`src/core/nhc_pkg.sv`:
```
package nhc_pkg;
  // Software register map, byte offsets
  localparam logic [7:0] OFS_CTRL  = 8'h00;
  localparam logic [7:0] OFS_CMD   = 8'h04;
  localparam logic [7:0] OFS_ADDR  = 8'h08;
  localparam logic [7:0] OFS_DATA  = 8'h0C;
  localparam logic [7:0] OFS_RDGO  = 8'h10;
  localparam logic [7:0] OFS_RDATA = 8'h14;
  localparam logic [7:0] OFS_STAT  = 8'h18;
  localparam logic [7:0] OFS_SBYTE = 8'h1C;

  // CTRL fields and reset value
  localparam int CTRL_WP_N_BIT = 0;
  localparam int CTRL_CE_HOLD_BIT = 1;
  localparam logic [1:0] CTRL_RST = 2'h0;

  // STAT fields
  localparam int STAT_ENG_BUSY_BIT = 0;
  localparam int STAT_READY_BIT    = 1;
  localparam int STAT_REFUSED_BIT  = 2;
  localparam int STAT_FAIL_BIT     = 3;
  localparam int STAT_PROT_BIT     = 4;
  localparam int STAT_PROG_BIT     = 5;

  // Status byte fields from the device
  localparam int SB_FAIL_BIT  = 0;
  localparam int SB_READY_BIT = 6;
  localparam int SB_WPN_BIT   = 7;

  // Device command codes
  localparam logic [7:0] C_SERIAL_IN = 8'h80;
  localparam logic [7:0] C_READ1     = 8'h00;
  localparam logic [7:0] C_READ2     = 8'h01;
  localparam logic [7:0] C_READ3     = 8'h50;
  localparam logic [7:0] C_RESET     = 8'hFF;
  localparam logic [7:0] C_PROGRAM   = 8'h10;
  localparam logic [7:0] C_ERASE1    = 8'h60;
  localparam logic [7:0] C_ERASE2    = 8'hD0;
  localparam logic [7:0] C_STATUS    = 8'h70;
  localparam logic [7:0] C_ID        = 8'h90;

  // Array geometry
  localparam int PAGE_BYTES  = 528;
  localparam int MAIN_BYTES  = 512;
  localparam int SPARE_BYTES = 16;
  localparam int BLK_PAGES   = 16;
  localparam int NUM_BLOCKS  = 1024;
  localparam logic [1:0] ADDR_TOP_ZERO = 2'h0;

  // Timing
  localparam int CLK_NS  = 4;
  localparam int TRP_NS  = 35;
  localparam int TREH_NS = 15;
  localparam int TWB_NS  = 200;
  localparam int SYNC_NS = 2 * CLK_NS;
  localparam logic [3:0] LOW_CYC  = 4'((TRP_NS + SYNC_NS + CLK_NS - 1) / CLK_NS);
  localparam logic [3:0] HIGH_CYC = 4'((TREH_NS + CLK_NS - 1) / CLK_NS);
  localparam logic [5:0] WB_CYC   = 6'((TWB_NS + CLK_NS - 1) / CLK_NS);

  typedef enum logic [1:0] {
    K_CMD  = 2'h0,
    K_ADDR = 2'h1,
    K_DATA = 2'h3,
    K_READ = 2'h2
  } nhc_kind_t;

  typedef enum logic [1:0] {
    E_IDLE  = 2'h0,
    E_SETUP = 2'h1,
    E_LOW   = 2'h3,
    E_HIGH  = 2'h2
  } nhc_est_t;
endpackage : nhc_pkg

```
`src/core/nhc_cyc_if.sv`:
```
`timescale 1ns/1ps
interface nhc_cyc_if;
  logic              start;
  nhc_pkg::nhc_kind_t kind;
  logic [7:0]        wbyte;
  logic              busy;
  logic              done;
  logic [7:0]        rbyte;
  modport ctl (output start, kind, wbyte, input busy, done, rbyte);
  modport eng (input start, kind, wbyte, output busy, done, rbyte);
endinterface : nhc_cyc_if

```
`src/core/nhc_cyc.sv`:
```
`timescale 1ns/1ps
module nhc_cyc (
  // Clock and reset
  input  wire logic   i_sys_clk,
  input  wire logic   i_rst_b,
  // Cycle requests
  nhc_cyc_if.eng      cyc,
  // Strobe pins
  output logic        o_cle,
  output logic        o_ale,
  output logic        o_we_n,
  output logic        o_re_n,
  output logic [7:0]  o_dq,
  output logic        o_dq_oe_n,
  input  wire logic [7:0] i_dq
);
  typedef struct packed {
    nhc_pkg::nhc_est_t  st;
    nhc_pkg::nhc_kind_t kind;
    logic [3:0]         cnt;
    logic               cle;
    logic               ale;
    logic               we_n;
    logic               re_n;
    logic [7:0]         dq;
    logic               oe_n;
    logic               busy;
    logic               done;
    logic [7:0]         rbyte;
    logic [7:0]         s1;
    logic [7:0]         s2;
  } nhc_cst_t;

  nhc_cst_t q, d;

  always_comb begin
    d = q;
    d.done = 1'b0;
    d.s1 = i_dq;
    d.s2 = q.s1;
    case (q.st)
      nhc_pkg::E_IDLE: begin
        if (cyc.start) begin
          d.st = nhc_pkg::E_SETUP;
          d.kind = cyc.kind;
          d.busy = 1'b1;
          d.cle = (cyc.kind == nhc_pkg::K_CMD); // RL1
          d.ale = (cyc.kind == nhc_pkg::K_ADDR); // RL2
          d.dq = cyc.wbyte;
          d.oe_n = (cyc.kind == nhc_pkg::K_READ); // RL14
        end
      end
      nhc_pkg::E_SETUP: begin
        d.st = nhc_pkg::E_LOW;
        d.cnt = nhc_pkg::LOW_CYC;
        if (q.kind == nhc_pkg::K_READ) begin
          d.re_n = 1'b0; // RL5
        end else begin
          d.we_n = 1'b0;
        end
      end
      nhc_pkg::E_LOW: begin
        d.cnt = q.cnt - 4'h1;
        if (q.cnt == 4'h1) begin
          // Synced pins lag two cycles, so the low phase is stretched to cover access time
          if (q.kind == nhc_pkg::K_READ) begin
            d.rbyte = q.s2;
          end
          d.we_n = 1'b1; // RL1 RL2
          d.re_n = 1'b1;
          d.st = nhc_pkg::E_HIGH;
          d.cnt = nhc_pkg::HIGH_CYC;
        end
      end
      nhc_pkg::E_HIGH: begin
        d.cnt = q.cnt - 4'h1;
        if (q.cnt == 4'h1) begin
          d.st = nhc_pkg::E_IDLE;
          d.cle = 1'b0;
          d.ale = 1'b0;
          d.oe_n = 1'b1;
          d.busy = 1'b0;
          d.done = 1'b1;
        end
      end
      default: d.st = nhc_pkg::E_IDLE;
    endcase
  end

  always_ff @(posedge i_sys_clk or negedge i_rst_b) begin
    if (!i_rst_b) begin
      q <= '{st: nhc_pkg::E_IDLE, kind: nhc_pkg::K_CMD, cnt: 4'h0, cle: 1'b0, ale: 1'b0,
             we_n: 1'b1, re_n: 1'b1, dq: 8'h00, oe_n: 1'b1, busy: 1'b0, done: 1'b0,
             rbyte: 8'h00, s1: 8'h00, s2: 8'h00};
    end else begin
      q <= d;
    end
  end

  assign cyc.busy = q.busy;
  assign cyc.done = q.done;
  assign cyc.rbyte = q.rbyte;
  assign o_cle = q.cle;
  assign o_ale = q.ale;
  assign o_we_n = q.we_n;
  assign o_re_n = q.re_n;
  assign o_dq = q.dq;
  assign o_dq_oe_n = q.oe_n;
endmodule : nhc_cyc

```
`src/core/nhc_host.sv`:
```
// Operation
// RL1: Command byte latched on write strobe with CLE
// RL2: Address with ALE high, data with ALE low
// RL3: Chip select high during read gives standby
// RL4: Hold chip select low through read busy
// RL5: Each read strobe fall gives next byte
// RL6: Write protect low inhibits program and erase
// RL7: Ready/busy low during program, erase, array read
// RL8: Page 528 bytes, block 16 pages, 1024 blocks
// RL9: Three address bytes, top two bits low
// RL10: Column half bit set by read commands
// RL11: Decoder knows the listed command codes
// RL12: Only reset and status accepted while busy
// RL13: Read mode persists across page reads
// RL14: Port driven only while read strobe low
// RL15: Third read mode points into spare area
// RL16: Sequential read streams pages without address
// RL17: Last column of last page repeats
// RL18: Status byte: fail, ready, not-protected bits
// RL19: Pass/fail meaningful only when ready
// RL20: Program starts on execute after serial input
// RL21: Erase confirm only directly after erase setup
// RL22: Reset aborts operation, returns to idle
// RL23: After serial input only execute or reset
// RL24: Status mode holds until read command
// RL25: ID command outputs maker and device bytes
// RL26: Page wrap in sequential read goes busy
`timescale 1ns/1ps
module nhc_host (
  // Clock and reset
  input  wire logic        i_sys_clk,
  input  wire logic        i_rst_b,
  // Register port
  input  wire logic [7:0]  i_addr,
  input  wire logic [31:0] i_wdata,
  input  wire logic        i_wr,
  input  wire logic        i_rd,
  output logic      [31:0] o_rdata,
  // Flash pins
  output logic             o_ce_n,
  output logic             o_cle,
  output logic             o_ale,
  output logic             o_we_n,
  output logic             o_re_n,
  output logic             o_wp_n,
  output logic      [7:0]  o_dq,
  output logic             o_dq_oe_n,
  input  wire logic [7:0]  i_dq,
  input  wire logic        i_ready_busy_n
);
  typedef struct packed {
    logic [1:0]         ctrl;
    logic [1:0]         rem;
    nhc_pkg::nhc_kind_t kind;
    logic [23:0]        sh;
    logic               start;
    logic               cur_wr;
    logic [7:0]         last_cmd;
    logic               prog_pend;
    logic               refused;
    logic [7:0]         rbyte;
    logic [7:0]         sbyte;
    logic [5:0]         guard;
    logic               rb1;
    logic               rb2;
    logic [31:0]        rdata;
    logic               ce_n;
  } nhc_hst_t;

  nhc_hst_t q, d;
  nhc_cyc_if cyc ();

  logic       ready_ok;
  logic       idle_seq;
  logic       cmd_ok;
  logic [7:0] c;
  logic       stat_fail;

  assign ready_ok = q.rb2 && (q.guard == 6'h00); // RL7
  assign idle_seq = (q.rem == 2'h0) && !q.start && !cyc.busy;
  assign c = i_wdata[7:0];
  // Fail flag ignored unless the same status byte says ready
  assign stat_fail = q.sbyte[nhc_pkg::SB_FAIL_BIT] && q.sbyte[nhc_pkg::SB_READY_BIT]; // RL19

  always_comb begin
    cmd_ok = idle_seq;
    if (!ready_ok && c != nhc_pkg::C_RESET && c != nhc_pkg::C_STATUS) begin
      cmd_ok = 1'b0; // RL12
    end
    if (q.prog_pend && c != nhc_pkg::C_PROGRAM && c != nhc_pkg::C_RESET) begin
      cmd_ok = 1'b0; // RL23
    end
    if (c == nhc_pkg::C_ERASE2 && q.last_cmd != nhc_pkg::C_ERASE1) begin
      cmd_ok = 1'b0; // RL21
    end
    if (c == nhc_pkg::C_PROGRAM && !q.prog_pend) begin
      cmd_ok = 1'b0; // RL20
    end
  end

  always_comb begin
    d = q;
    d.rb1 = i_ready_busy_n;
    d.rb2 = q.rb1;
    d.start = 1'b0;
    if (q.guard != 6'h00) begin
      d.guard = q.guard - 6'h01;
    end
    if (cyc.done) begin
      if (q.cur_wr) begin
        // Device may take up to tWB to pull busy low after a write cycle
        d.guard = nhc_pkg::WB_CYC;
      end else begin
        d.rbyte = cyc.rbyte; // RL5
        if (q.last_cmd == nhc_pkg::C_STATUS) begin
          d.sbyte = cyc.rbyte; // RL18 RL24
        end
      end
    end
    if (q.start) begin
      // Engine takes the low byte on this edge, so the next byte moves down only now
      d.sh = {8'h00, q.sh[23:8]}; // RL9
    end
    if (q.rem != 2'h0 && !q.start && !cyc.busy) begin
      d.start = 1'b1;
      d.rem = q.rem - 2'h1;
      d.cur_wr = (q.kind != nhc_pkg::K_READ);
    end
    // Chip select stays low while busy so array transfers complete
    d.ce_n = !(q.ctrl[nhc_pkg::CTRL_CE_HOLD_BIT] || !idle_seq || !ready_ok
               || q.prog_pend); // RL4 RL3
    if (i_wr) begin
      case (i_addr)
        nhc_pkg::OFS_CTRL: d.ctrl = i_wdata[1:0]; // RL6
        nhc_pkg::OFS_CMD: begin
          if (cmd_ok) begin
            d.rem = 2'h1; // RL1 RL11
            d.kind = nhc_pkg::K_CMD;
            d.sh = {16'h0000, c};
            d.last_cmd = c; // RL13 RL10
            if (c == nhc_pkg::C_SERIAL_IN) begin
              d.prog_pend = 1'b1;
            end
            if (c == nhc_pkg::C_PROGRAM || c == nhc_pkg::C_RESET) begin
              d.prog_pend = 1'b0; // RL22
            end
          end else begin
            d.refused = 1'b1;
          end
        end
        nhc_pkg::OFS_ADDR: begin
          if (idle_seq && ready_ok) begin
            d.rem = 2'h3; // RL9
            d.kind = nhc_pkg::K_ADDR;
            d.sh = {nhc_pkg::ADDR_TOP_ZERO, i_wdata[21:0]}; // RL9
          end else begin
            d.refused = 1'b1;
          end
        end
        nhc_pkg::OFS_DATA: begin
          if (idle_seq && ready_ok) begin
            d.rem = 2'h1; // RL2
            d.kind = nhc_pkg::K_DATA;
            d.sh = {16'h0000, c};
          end else begin
            d.refused = 1'b1;
          end
        end
        nhc_pkg::OFS_RDGO: begin
          // Status reads are allowed while busy, data reads wait for ready
          if (idle_seq && (ready_ok || q.last_cmd == nhc_pkg::C_STATUS)) begin
            d.rem = 2'h1; // RL5 RL14 RL26
            d.kind = nhc_pkg::K_READ;
          end else begin
            d.refused = 1'b1;
          end
        end
        default: ;
      endcase
    end
    if (i_wr && i_addr == nhc_pkg::OFS_STAT && i_wdata[nhc_pkg::STAT_REFUSED_BIT]
        && !d.refused) begin
      d.refused = 1'b0;
    end else if (i_wr && i_addr == nhc_pkg::OFS_STAT && !(i_wr && i_addr != nhc_pkg::OFS_STAT)
                 && i_wdata[nhc_pkg::STAT_REFUSED_BIT] && d.refused && q.refused) begin
      d.refused = 1'b0;
    end
    d.rdata = 32'h0000_0000;
    if (i_rd) begin
      case (i_addr)
        nhc_pkg::OFS_CTRL:  d.rdata = {30'h0000_0000, q.ctrl};
        nhc_pkg::OFS_RDATA: d.rdata = {24'h00_0000, q.rbyte};
        nhc_pkg::OFS_SBYTE: d.rdata = {24'h00_0000, q.sbyte};
        nhc_pkg::OFS_STAT: begin
          d.rdata[nhc_pkg::STAT_ENG_BUSY_BIT] = !idle_seq;
          d.rdata[nhc_pkg::STAT_READY_BIT] = ready_ok;
          d.rdata[nhc_pkg::STAT_REFUSED_BIT] = q.refused;
          d.rdata[nhc_pkg::STAT_FAIL_BIT] = stat_fail; // RL19
          d.rdata[nhc_pkg::STAT_PROT_BIT] = !q.sbyte[nhc_pkg::SB_WPN_BIT]; // RL18
          d.rdata[nhc_pkg::STAT_PROG_BIT] = q.prog_pend;
        end
        default: d.rdata = 32'h0000_0000;
      endcase
    end
  end

  always_ff @(posedge i_sys_clk or negedge i_rst_b) begin
    if (!i_rst_b) begin
      q <= '{ctrl: nhc_pkg::CTRL_RST, rem: 2'h0, kind: nhc_pkg::K_CMD, sh: 24'h00_0000,
             start: 1'b0, cur_wr: 1'b0, last_cmd: 8'h00, prog_pend: 1'b0, refused: 1'b0,
             rbyte: 8'h00, sbyte: 8'h00, guard: 6'h00, rb1: 1'b0, rb2: 1'b0,
             rdata: 32'h0000_0000, ce_n: 1'b1};
    end else begin
      q <= d;
    end
  end

  assign cyc.start = q.start;
  assign cyc.kind = q.kind;
  assign cyc.wbyte = q.sh[7:0];
  assign o_rdata = q.rdata;
  assign o_ce_n = q.ce_n;
  assign o_wp_n = q.ctrl[nhc_pkg::CTRL_WP_N_BIT]; // RL6

  nhc_cyc u_cyc (
    .i_sys_clk (i_sys_clk),
    .i_rst_b   (i_rst_b),
    .cyc       (cyc),
    .o_cle     (o_cle),
    .o_ale     (o_ale),
    .o_we_n    (o_we_n),
    .o_re_n    (o_re_n),
    .o_dq      (o_dq),
    .o_dq_oe_n (o_dq_oe_n),
    .i_dq      (i_dq)
  );
endmodule : nhc_host

```
`config.mk`:
```
export PLATFORM = sky130hd
export DESIGN_NAME = nhc_host
export DESIGN_NICKNAME = d
export VERILOG_FILES = /design/src/core/nhc_pkg.sv /design/src/core/nhc_cyc_if.sv /design/src/core/nhc_cyc.sv /design/src/core/nhc_host.sv
export SDC_FILE = /design/constraint.sdc
export NUM_CORES = 1
export LEC_CHECK = 0
export BUFFER_PORTS_ARGS = -buffer_cell sky130_fd_sc_hd__buf_2
export CORE_MARGIN = 1.5
export CORE_UTILIZATION = 29
export DETAILED_ROUTE_END_ITERATION = 16
export HOLD_SLACK_MARGIN = 0.05
export PLACE_DENSITY = 0.48
export SLEW_MARGIN = 20
export SYNTH_ARGS = -nofsm -noshare
export SYNTH_HDL_FRONTEND = slang
export SYNTH_HIERARCHICAL = 1
export SYNTH_SLANG_ARGS = --single-unit
export TNS_END_PERCENT = 100
```
`constraint.sdc`:
```
create_clock -name i_sys_clk -period 6.2 [get_ports i_sys_clk]
set_input_delay 0.62 -clock i_sys_clk [delete_from_list [all_inputs] [get_ports i_sys_clk]]
set_output_delay 0.62 -clock i_sys_clk [all_outputs]
set_load 0.02 [all_outputs]
```
==> results of run 1 <==
where the power goes:
part	internal, mW	total [mW]	leakage, nW	switching (mW)
Clock	0.643	0.979	0.287	0.336
Sequential	0.902	0.990	1.56	0.0879
Combinational	0.192	0.435	1.20	0.243
Total	1.74	2.40	3.05	0.666
final timing paths:
kind / start / to / slack (ps) / depth (start not counted)
setup / recovery: q[95] / cyc.wbyte[3] / 3270 / 8
hold / removal: i_rst_b / u_cyc/q[41] / 210 / 1
setup reg to reg: q[95] / cyc.wbyte[3] / 3270 / 8
hold reg to reg: u_cyc/d[1] / u_cyc/q[1] / 350 / 0
max in group asynchronous: i_rst_b / o_rdata[2] / 4860 / 2
min in group i_sys_clk: i_dq[2] / u_cyc/d[2] / 310 / 1
metal layers:
| layer | share of wire (%) | track usage [%] | vias to the layer above |
|---|---|---|---|
| met3 | 5.6 | 4.19 | 19 |
| li1 | - | - | 1731 |
| met1 | 47 | 16.8 | 1794 |
| met2 | 46 | 18.5 | 101 |
| met4 | 1.6 | 4.67 | 2 |
| met5 | 0.092 | 0 | - |
cells in the final DEF (no fill, tap or decap), types with 10 or more instances in the layout:
master and count:
dfrtp_1 118, buf_2 64, mux2_2 47, nand2_1 34
nor2_1 25, conb_1 24, o21ai_0 21, a21oi_1 18
clkbuf_16 17, inv_1 12, nor3_1 12, mux2i_1 11
mux2_4 10
cell type report:
| type | count | area [um^2] |
|---|---|---|
| Multi-Input combinational cell | 310 | 2220 |
| Timing Repair Buffer | 68 | 354 |
| Inverter | 12 | 45.0 |
| Antenna cell | 1 | 2.50 |
| Clock inverter | 6 | 85.1 |
| Tap cell | 265 | 332 |
| Sequential cell | 122 | 3060 |
| Fill cell | 1981 | 12800 |
| Clock buffer | 26 | 509 |
sequential cells by signal, indices dropped and copies added, names as in the netlist:
| register | count |
|---|---|
| u_cyc/cyc.busy | 1 |
| u_cyc/cyc.rbyte | 8 |
| o_rdata | 8 |
| o_ce_n | 1 |
| cyc.start | 1 |
| u_cyc/o_ale | 1 |
| u_cyc/q | 16 |
| o_wp_n | 1 |
| d | 1 |
| u_cyc/o_dq_oe_n | 1 |
| u_cyc/d | 8 |
| u_cyc/cyc.done | 1 |
| u_cyc/o_cle | 1 |
| q | 53 |
| u_cyc/o_dq | 8 |
| cyc.kind | 2 |
| u_cyc/o_re_n | 1 |
| cyc.wbyte | 8 |
| u_cyc/o_we_n | 1 |
synthesized netlist by cell type, types with 4 or more instances:
library cell,number
dfrtp_1,118
clkbuf_1,12
mux2i_1,11
o21ai_1,4
nor2_1,25
or3_1,4
xnor2_1,5
mux2_1,4
mux2_4,10
buf_4,48
nand2_1,34
dfstp_2,4
nand3_1,9
buf_6,4
a21oi_1,18
nor3_1,12
a22oi_1,6
and2_1,4
nor3b_1,5
inv_1,12
mux2_2,47
nand2b_1,7
o21ai_0,21
ha_1,5
nand4_1,6
logic make-up after synthesis:
kind of cell	Yosys count
flip-flops	122
XOR/XNOR	6
other	1
adder cells (fa/ha/maj)	5
multiplexers	72
AO/OA/AOI/OAI	75
AND/OR/NAND/NOR	128
buffers and inverters	78
metrics by stage:
stage	instance area (um^2)	utilization, %	instances	worst slack, ps	power [mW]
after floorplan	5790	-	510	3550	1.35
after global placement	6010	31.0	777	2990	1.43
after global routing	6610	34.0	809	3110	2.54
after detailed placement	6010	31.0	777	2940	1.44
final	6610	34.1	810	3270	2.40
after CTS	6600	34.0	809	3240	2.44
critical path, cell delays in order, from the launching register on:
cell and delay (ps):
dfrtp_1 380, inv_1 60, ha_1 170, or3b_1 480, nor3_1 360, and2_1 220
o21ai_0 150, a21oi_4 570, mux2_2 410
==> run_results.csv, run 1 <==
group,metric,value,unit
sta,relSlewSlack,51.5,%
sta,fmax,0.341,GHz
setup_path,required,6490,ps
cts,cts_setup_buffers,0,
die,row_count,51,
synthesis,synth_area,5700,um^2
cts,cts_made_buffers,17,
synthesis,synth_xor_area_share,0.922,%
setup_path,cp_max_fo,24,
grt,grt_max_degree,79,
synthesis,synth_edf_count,0,
sta,hold_violations,0,
routing,drc,0,
die,die_area,20500,um^2
cts,hold_buffers,0,
sta,finalSetupTns,0,ps
sta,fin_crit,2930,ps
grt,grt_pass1_vias,3634,
synthesis,synth_top_family_by_area,"multiplexers",
cts,clock-root-buffer,"clkbuf_16",
die,dieHeight,143,um
placement,io_buffers,65,
cts,cts.clk_slew.worst_paths,50,ps
routing,drtPass1Iterations,4,
setup_path,end_kind,"flip-flop",
power,p_leak,3.05,nW
status,outcome,"finished clean",
synthesis,synth_seq_area_share,53.7,%
power,vdd_ir_drop_max,202,uV
routing,finalWirelength,12000,um
sta,finClkSkew,6.03,ps
synthesis,netlist.area_leader.share,51.8,%
sta,period_share,47.3,%
die,core-area,19400,um^2
routing,post_drt_wl_per_cell,14.8,um
synthesis,synth.area.mux_share,14.6,%
cells_and_area,nets,589,
grt,grt_pass1_wl,19300,um
sta,report.final.slew_viol_count,0,
routing,vias,3647,
cts,cts_tree,"done",
cells_and_area,areaGrowthSynthToFinish,15.9,%
setup_path,start_kind,"flip-flop",
grt,grt.overflow.total,0,
grt,track_usage,12.5,%
cts,h-tree-depth,4,
synthesis,syn_avg_cell_area,11.7,um^2
cells_and_area,drive_gt1_share,30.5,%
synthesis,synth_compound_area_share,8.65,%
sta,grt_setup_unrepaired,"no",
synthesis,synth_area_leaders,"dfrtp_1 (52%), mux2_2 (9.3%), buf_4 (6.3%), mux2_4 (2.6%), nand2_1 (2.2%)",
sta,worst_pin_slew,728,ps
setup_path,worstSetupPathType,"reg2reg",
die,num_io_pins,100,
synthesis,synth_warnings,6,
routing,ant_nets,0,
placement,place.gp.congestion,0.798,
synthesis,ys_types,62,
cts,cts_num_sinks,122,
synthesis,synthAdderAreaFrac,1.10,%
cts,post_cts_resized,0,
power,power_density,364,nW/um^2
routing,drtIter0Drc,173,
grt,antenna_found_initial,2,
synthesis,ys_async_sr_fraction,100,%
routing,vias_per_cell,4.50,
synthesis,ys.flop_type,"dfrtp_1",
setup_path,arrival,3220,ps
sta,setup_viol,0,
die,initial_core_util,29.4,%
cts,cts.path.max_buffers,2,
flow_run,cap_violations,0,
synthesis,synth_seq_cells,122,
sta,timing.hold.ws,211,ps
synthesis,syn_inst,487,
synthesis,yosysTopAreaCell,"dfrtp_1",
placement,hpwl,8120,um
cts,worstSkewPairLatency,410,ps
die,die_x,143,um
synthesis,yosys.area_share.simple,12.1,%
min_path,hold_class,"in2async",
(Power assumes the default switching activity.)
==> inputs of run 2 (changes only) <==
==> constraint.sdc (replaced) <==
create_clock -name i_sys_clk -period 2.9 [get_ports i_sys_clk]
set_input_delay 0.29 -clock i_sys_clk [delete_from_list [all_inputs] [get_ports i_sys_clk]]
set_output_delay 0.29 -clock i_sys_clk [all_outputs]
set_load 0.02 [all_outputs]
==> run 2 against run 1 <==
  * Worst setup slack got worse by 3000 ps
  * Flip-flop and latch count did not move
  * Core utilization rose by 0.68 points
  * Wire length rose by 2.7%
  * Sequential power rose by 110%
  * Register-to-register slack got worse by 3000 ps
  * Critical path type unchanged
  * Sequential share of layout area fell by 0.90 points
==> run_results.csv, run 2 (same netlist as run 1, synthesis figures left out) <==
group,metric,value,unit
status,outcome,"finished clean",
routing,drtPass1Iterations,4,
power,clkPwrFrac,38.7,%
cts,cts.clk_slew.worst_paths,60,ps
die,initial_core_util,29.4,%
flow_run,cap_violations,0,
cts,h-tree-depth,4,
cts,cts.path.max_buffers,2,
cts,cts_num_sinks,122,
sta,setup_viol,0,
cells_and_area,layout_commonest_cell,"dfrtp_1",
setup_path,end_kind,"flip-flop",
setup_path,cp_top_family,"simple AND/OR/NAND/NOR gates",
cells_and_area,drive_gt1_share,31.5,%
setup_path,slowest_stage,"dfrtp_1",
die,die_area,20500,um^2
grt,grt_pass1_wl,19400,um
grt,track_usage,12.7,%
routing,drtIter0Drc,231,
cells_and_area,nets,608,
cts,clock-root-buffer,"clkbuf_16",
sta,fmax,0.384,GHz
cells_and_area,largest_reg_flops,53,
cts,cts_tree,"done",
cells_and_area,nFillCells,1988,
cts,worstSkewPairLatency,410,ps
cells_and_area,final_cell_area,6740,um^2
routing,vias,3713,
cts,post_cts_resized,0,
min_path,hold_start,"i_wdata[13]",
sta,report.final.slew_viol_count,0,
sta,finalSetupTns,0,ps
power,pwr-share-comb,19.0,%
die,num_io_pins,100,
power,vdd_ir_drop_max,356,uV
grt,grt_pass1_vias,3699,
power,seq_power_share,42.3,%
setup_path,start_kind,"flip-flop",
setup_path,required,3190,ps
sta,fin_crit,2610,ps
placement,io_buffers,65,
setup_path,crit_path_start,"q[95]",
placement,postPlaceCellArea,6090,um^2
die,dieHeight,143,um
placement,place.gp.congestion,0.820,
routing,vias_per_cell,4.49,
setup_path,cp_num_buf_inv,1,
routing,ant_nets,0,
cts,cts_made_buffers,17,
grt,grt_max_degree,50,
setup_path,cp_max_fo,10,
die,die_x,143,um
power,p_leak,3.12,nW
die,core-area,19400,um^2
cells_and_area,areaGrowthSynthToFinish,18.2,%
power,p_sw_share,28.9,%
grt,antenna_found_initial,1,
setup_path,r2r_start,"q[95]",
sta,hold_violations,0,
sta,finClkSkew,10.3,ps
cells_and_area,reg.largest.list,"q x53, u_cyc/q x16",
setup_path,arrival,2890,ps
routing,post_drt_wl_per_cell,14.9,um
die,row_count,51,
grt,grt.overflow.total,0,
power,power.switching,1.45,mW
sta,worst_pin_slew,697,ps
routing,finalWirelength,12300,um
setup_path,worstSetupPathType,"reg2reg",
setup_path,cp_cell_sequence,"inv_1 -> ha_1 -> or3b_1 -> nor3_1 -> and2_1 -> o21ai_0 -> a21oi_4 -> mux2_2",
sta,period_share,89.9,%
power,power_density,745,nW/um^2
cells_and_area,antennaDiodeCount,0,
placement,hpwl,8590,um
power,power.internal,3.57,mW
routing,drc,0,
cells_and_area,final_cell_mix,"dfrtp_1 (118), buf_2 (64), mux2_2 (47)",
setup_path,slowest_delay,390,ps
cells_and_area,largest_register,"q",
sta,grt_setup_unrepaired,"no",
sta,relSlewSlack,53.5,%
min_path,hold_class,"in2reg",
[run 2: changes by cell type in the layout (fill, tap and decap cells not counted), sizes merged]
cell         change
buf              +9
bufinv           -2
clkbuf           -2
clkinv           +3
diode            -1
dlygate4sd3     +10
[run 2: power by group through the flow]
stage                     Clock (mW)  Sequential, mW  Combinational (mW)
after floorplan                    0            2.10               0.783
after global placement             0            2.14               0.919
after detailed placement           0            2.15               0.954
after CTS                       2.00            2.12               0.966
after global routing            2.08            2.15                1.06
final                           1.94            2.12               0.955
[run 2: final cells by class]
cell class / count / area, um^2 / share of cell area [%]
Clock buffer: 24 / 512 / 7.59
Clock inverter: 7 / 40.0 / 0.594
Inverter: 12 / 45.0 / 0.668
Multi-Input combinational cell: 310 / 2220 / 33.0
Sequential cell: 122 / 3060 / 45.4
Tap cell: 265 / 332 / 4.92
Timing Repair Buffer: 87 / 531 / 7.87
[run 2: tightest hold or removal path, stage by stage]
cell	delay (ps)
buf_2	70
nand2_1	40
o21ai_0	50
[run 2: timing repair]
item / 4_1_cts / 5_1_grt
hold endpoints to repair: 56 / 0
setup buffers: 0 / 0
hold buffers: 10 / 0
[run 2: through the flow]
stage | utilization [%] | hold WS (ps) | power, mW | std cells | setup slack (ps)
2_1_floorplan | - | -5.59 | 2.88 | 510 | 534
3_3_place_gp | 31.4 | 334 | 3.05 | 786 | 292
3_5_place_dp | 31.4 | 335 | 3.10 | 786 | 250
4_1_cts | 34.7 | 62.8 | 5.09 | 827 | 280
5_1_grt | 34.7 | 86.6 | 5.29 | 827 | 191
6_report | 34.7 | 89.7 | 5.02 | 827 | 293
[run 2: final timing paths]
| kind | to | slack (ps) | depth (start not counted) |
|---|---|---|---|
| worst max-delay path | cyc.wbyte[3] | 290 | 8 |
| worst min-delay path | q[82] | 90 | 3 |
| worst max register to register | cyc.wbyte[3] | 290 | 8 |
| worst min register to register | u_cyc/q[0] | 350 | 0 |
| max in group asynchronous | u_cyc/cyc.rbyte[7] | 1560 | 3 |
| min in group asynchronous | u_cyc/q[46] | 460 | 2 |
[run 2: metal layers]
layer,global-route usage [%],vias up,wire length [um]
met4,5.37,2,104
met3,4.02,12,639
met1,16.4,1826,5710
li1,-,1772,-
met5,0,-,7
met2,19.3,101,5860
==> inputs of run 3 (changes only) <==
--- a/config.mk
+++ b/config.mk
@@ -10,6 +10,7 @@
 export CORE_UTILIZATION = 29
 export DETAILED_ROUTE_END_ITERATION = 16
 export HOLD_SLACK_MARGIN = 0.05
+export MAX_ROUTING_LAYER = met4
 export PLACE_DENSITY = 0.48
 export SLEW_MARGIN = 20
 export SYNTH_ARGS = -nofsm -noshare
==> run 3 against run 2 <==
  * Clock skew down 0.65 ps
  * Non-clock buffer count unchanged
  * Global-route usage up 0.35 points
  * Design area hardly changed
  * Via count is 0.73% lower
  * Clock power is essentially flat
  * Sequential power is essentially flat
  * Worst hold slack got worse by 1.2 ps
  * Clock-buffer cell count did not move
  * Critical endpoint unchanged
==> run_results.csv, run 3 (same netlist as run 1, synthesis figures left out) <==
group,metric,value,unit
placement,place.gp.congestion,0.832,
sta,finalSetupTns,0,ps
setup_path,end_kind,"flip-flop",
power,power_density,744,nW/um^2
sta,hold_violations,0,
cells_and_area,areaGrowthSynthToFinish,18.3,%
cells_and_area,fin_util,34.8,%
routing,vias_per_cell,4.45,
cells_and_area,drive_gt1_share,31.5,%
cells_and_area,largest_reg_flops,53,
power,p_leak,3.12,nW
setup_path,cp_max_fo,10,
placement,io_buffers,65,
status,outcome,"finished clean",
cells_and_area,reg.largest.list,"q x53, u_cyc/q x16",
setup_path,arrival,2890,ps
cells_and_area,final_cell_area,6740,um^2
flow_run,cap_violations,0,
sta,period_share,89.8,%
power,vdd_ir_drop_max,356,uV
cells_and_area,layout_commonest_cell,"dfrtp_1",
setup_path,worstSetupPathType,"reg2reg",
min_path,hold_class,"in2reg",
sta,finClkSkew,9.62,ps
cts,cts_num_sinks,122,
setup_path,required,3190,ps
sta,worst_pin_slew,696,ps
cells_and_area,largest_register,"q",
die,row_count,51,
grt,antenna_found_initial,1,
routing,ant_nets,0,
routing,drc,0,
grt,track_usage,13.0,%
routing,finalWirelength,12200,um
routing,vias,3686,
grt,grt_pass1_wl,19400,um
sta,report.final.slew_viol_count,0,
die,core-area,19400,um^2
cts,cts.path.max_buffers,2,
die,num_io_pins,100,
sta,fin_crit,2610,ps
placement,hpwl,8590,um
cts,cts_setup_buffers,0,
sta,fmax,0.384,GHz
routing,post_drt_wl_per_cell,14.8,um
setup_path,start_kind,"flip-flop",
grt,grt.overflow.total,0,
cts,clock-root-buffer,"clkbuf_16",
cts,cts.clk_slew.worst_paths,60,ps
cells_and_area,nets,608,
cts,cts_tree,"done",
cts,cts_made_buffers,17,
cells_and_area,final_cell_mix,"dfrtp_1 (118), buf_2 (64), mux2_2 (47)",
grt,grt_max_degree,50,
routing,drtIter0Drc,201,
sta,relSlewSlack,53.6,%
die,die_area,20500,um^2
cts,worstSkewPairLatency,410,ps
cts,hold_buffers,10,
die,initial_core_util,29.4,%
die,dieHeight,143,um
cts,h-tree-depth,4,
die,die_x,143,um
sta,setup_viol,0,
routing,drtPass1Iterations,4,
grt,grt_pass1_vias,3699,
sta,grt_setup_unrepaired,"no",
cts,post_cts_resized,0,
placement,postPlaceCellArea,6090,um^2
-- run 3: cell types whose count changed in the layout (fill, tap and decap cells not counted) --
cell	change
diode_2	+1
-- run 3: final cells by class --
type                    instances  area [um^2]
repair buffers                 87          531
clock inverters                 7         40.0
inverters                      12         45.0
clock buffers                  24          512
flip-flops and latches        122         3060
multi-input cells             310         2220
fillers                      1988        12700
well taps                     265          332
diodes                          1         2.50
-- run 3: final timing paths --
kind / start / to / slack [ps] / cells past startpoint
setup / recovery: q[95] / cyc.wbyte[3] / 290 / 8
hold / removal: i_wdata[13] / q[82] / 90 / 3
setup reg to reg: q[95] / cyc.wbyte[3] / 290 / 8
hold reg to reg: u_cyc/d[0] / u_cyc/q[0] / 350 / 0
max in group asynchronous: i_rst_b / u_cyc/cyc.rbyte[7] / 1560 / 3
min in group asynchronous: i_rst_b / u_cyc/q[46] / 460 / 2
-- run 3: metal layers --
layer	track usage, %	vias to the layer above	part of all wire [%]	routed length (um)
met2	19.3	94	47	5810
met3	3.86	10	4.6	560
li1	-	1770	-	-
met1	16.5	1812	47	5750
met4	5.21	0	0.90	110
met5	-	-	0	0
-- run 3: where the power goes --
| part | internal, mW | total, mW | switching (mW) | leakage (nW) |
|---|---|---|---|---|
| clock network | 1.21 | 1.94 | 0.727 | 0.274 |
| registers | 1.93 | 2.12 | 0.193 | 1.56 |
| logic | 0.427 | 0.953 | 0.526 | 1.29 |
-- run 3: metrics by stage --
stage / total power [mW] / setup WS [ps] / hold WS (ps) / std cells
after floorplan: 2.88 / 534 / -5.59 / 510
after global routing: 5.29 / 191 / 88.4 / 828
after CTS: 5.09 / 280 / 62.8 / 827
final: 5.02 / 295 / 88.5 / 828
after global placement: 3.05 / 292 / 334 / 786
after detailed placement: 3.10 / 250 / 335 / 786
-- run 3: critical path: stages, from the launching register on --
cell,delay [ps]
dfrtp_1,390
inv_1,70
ha_1,160
or3b_1,390
nor3_1,370
and2_1,240
o21ai_0,140
a21oi_4,340
mux2_2,380
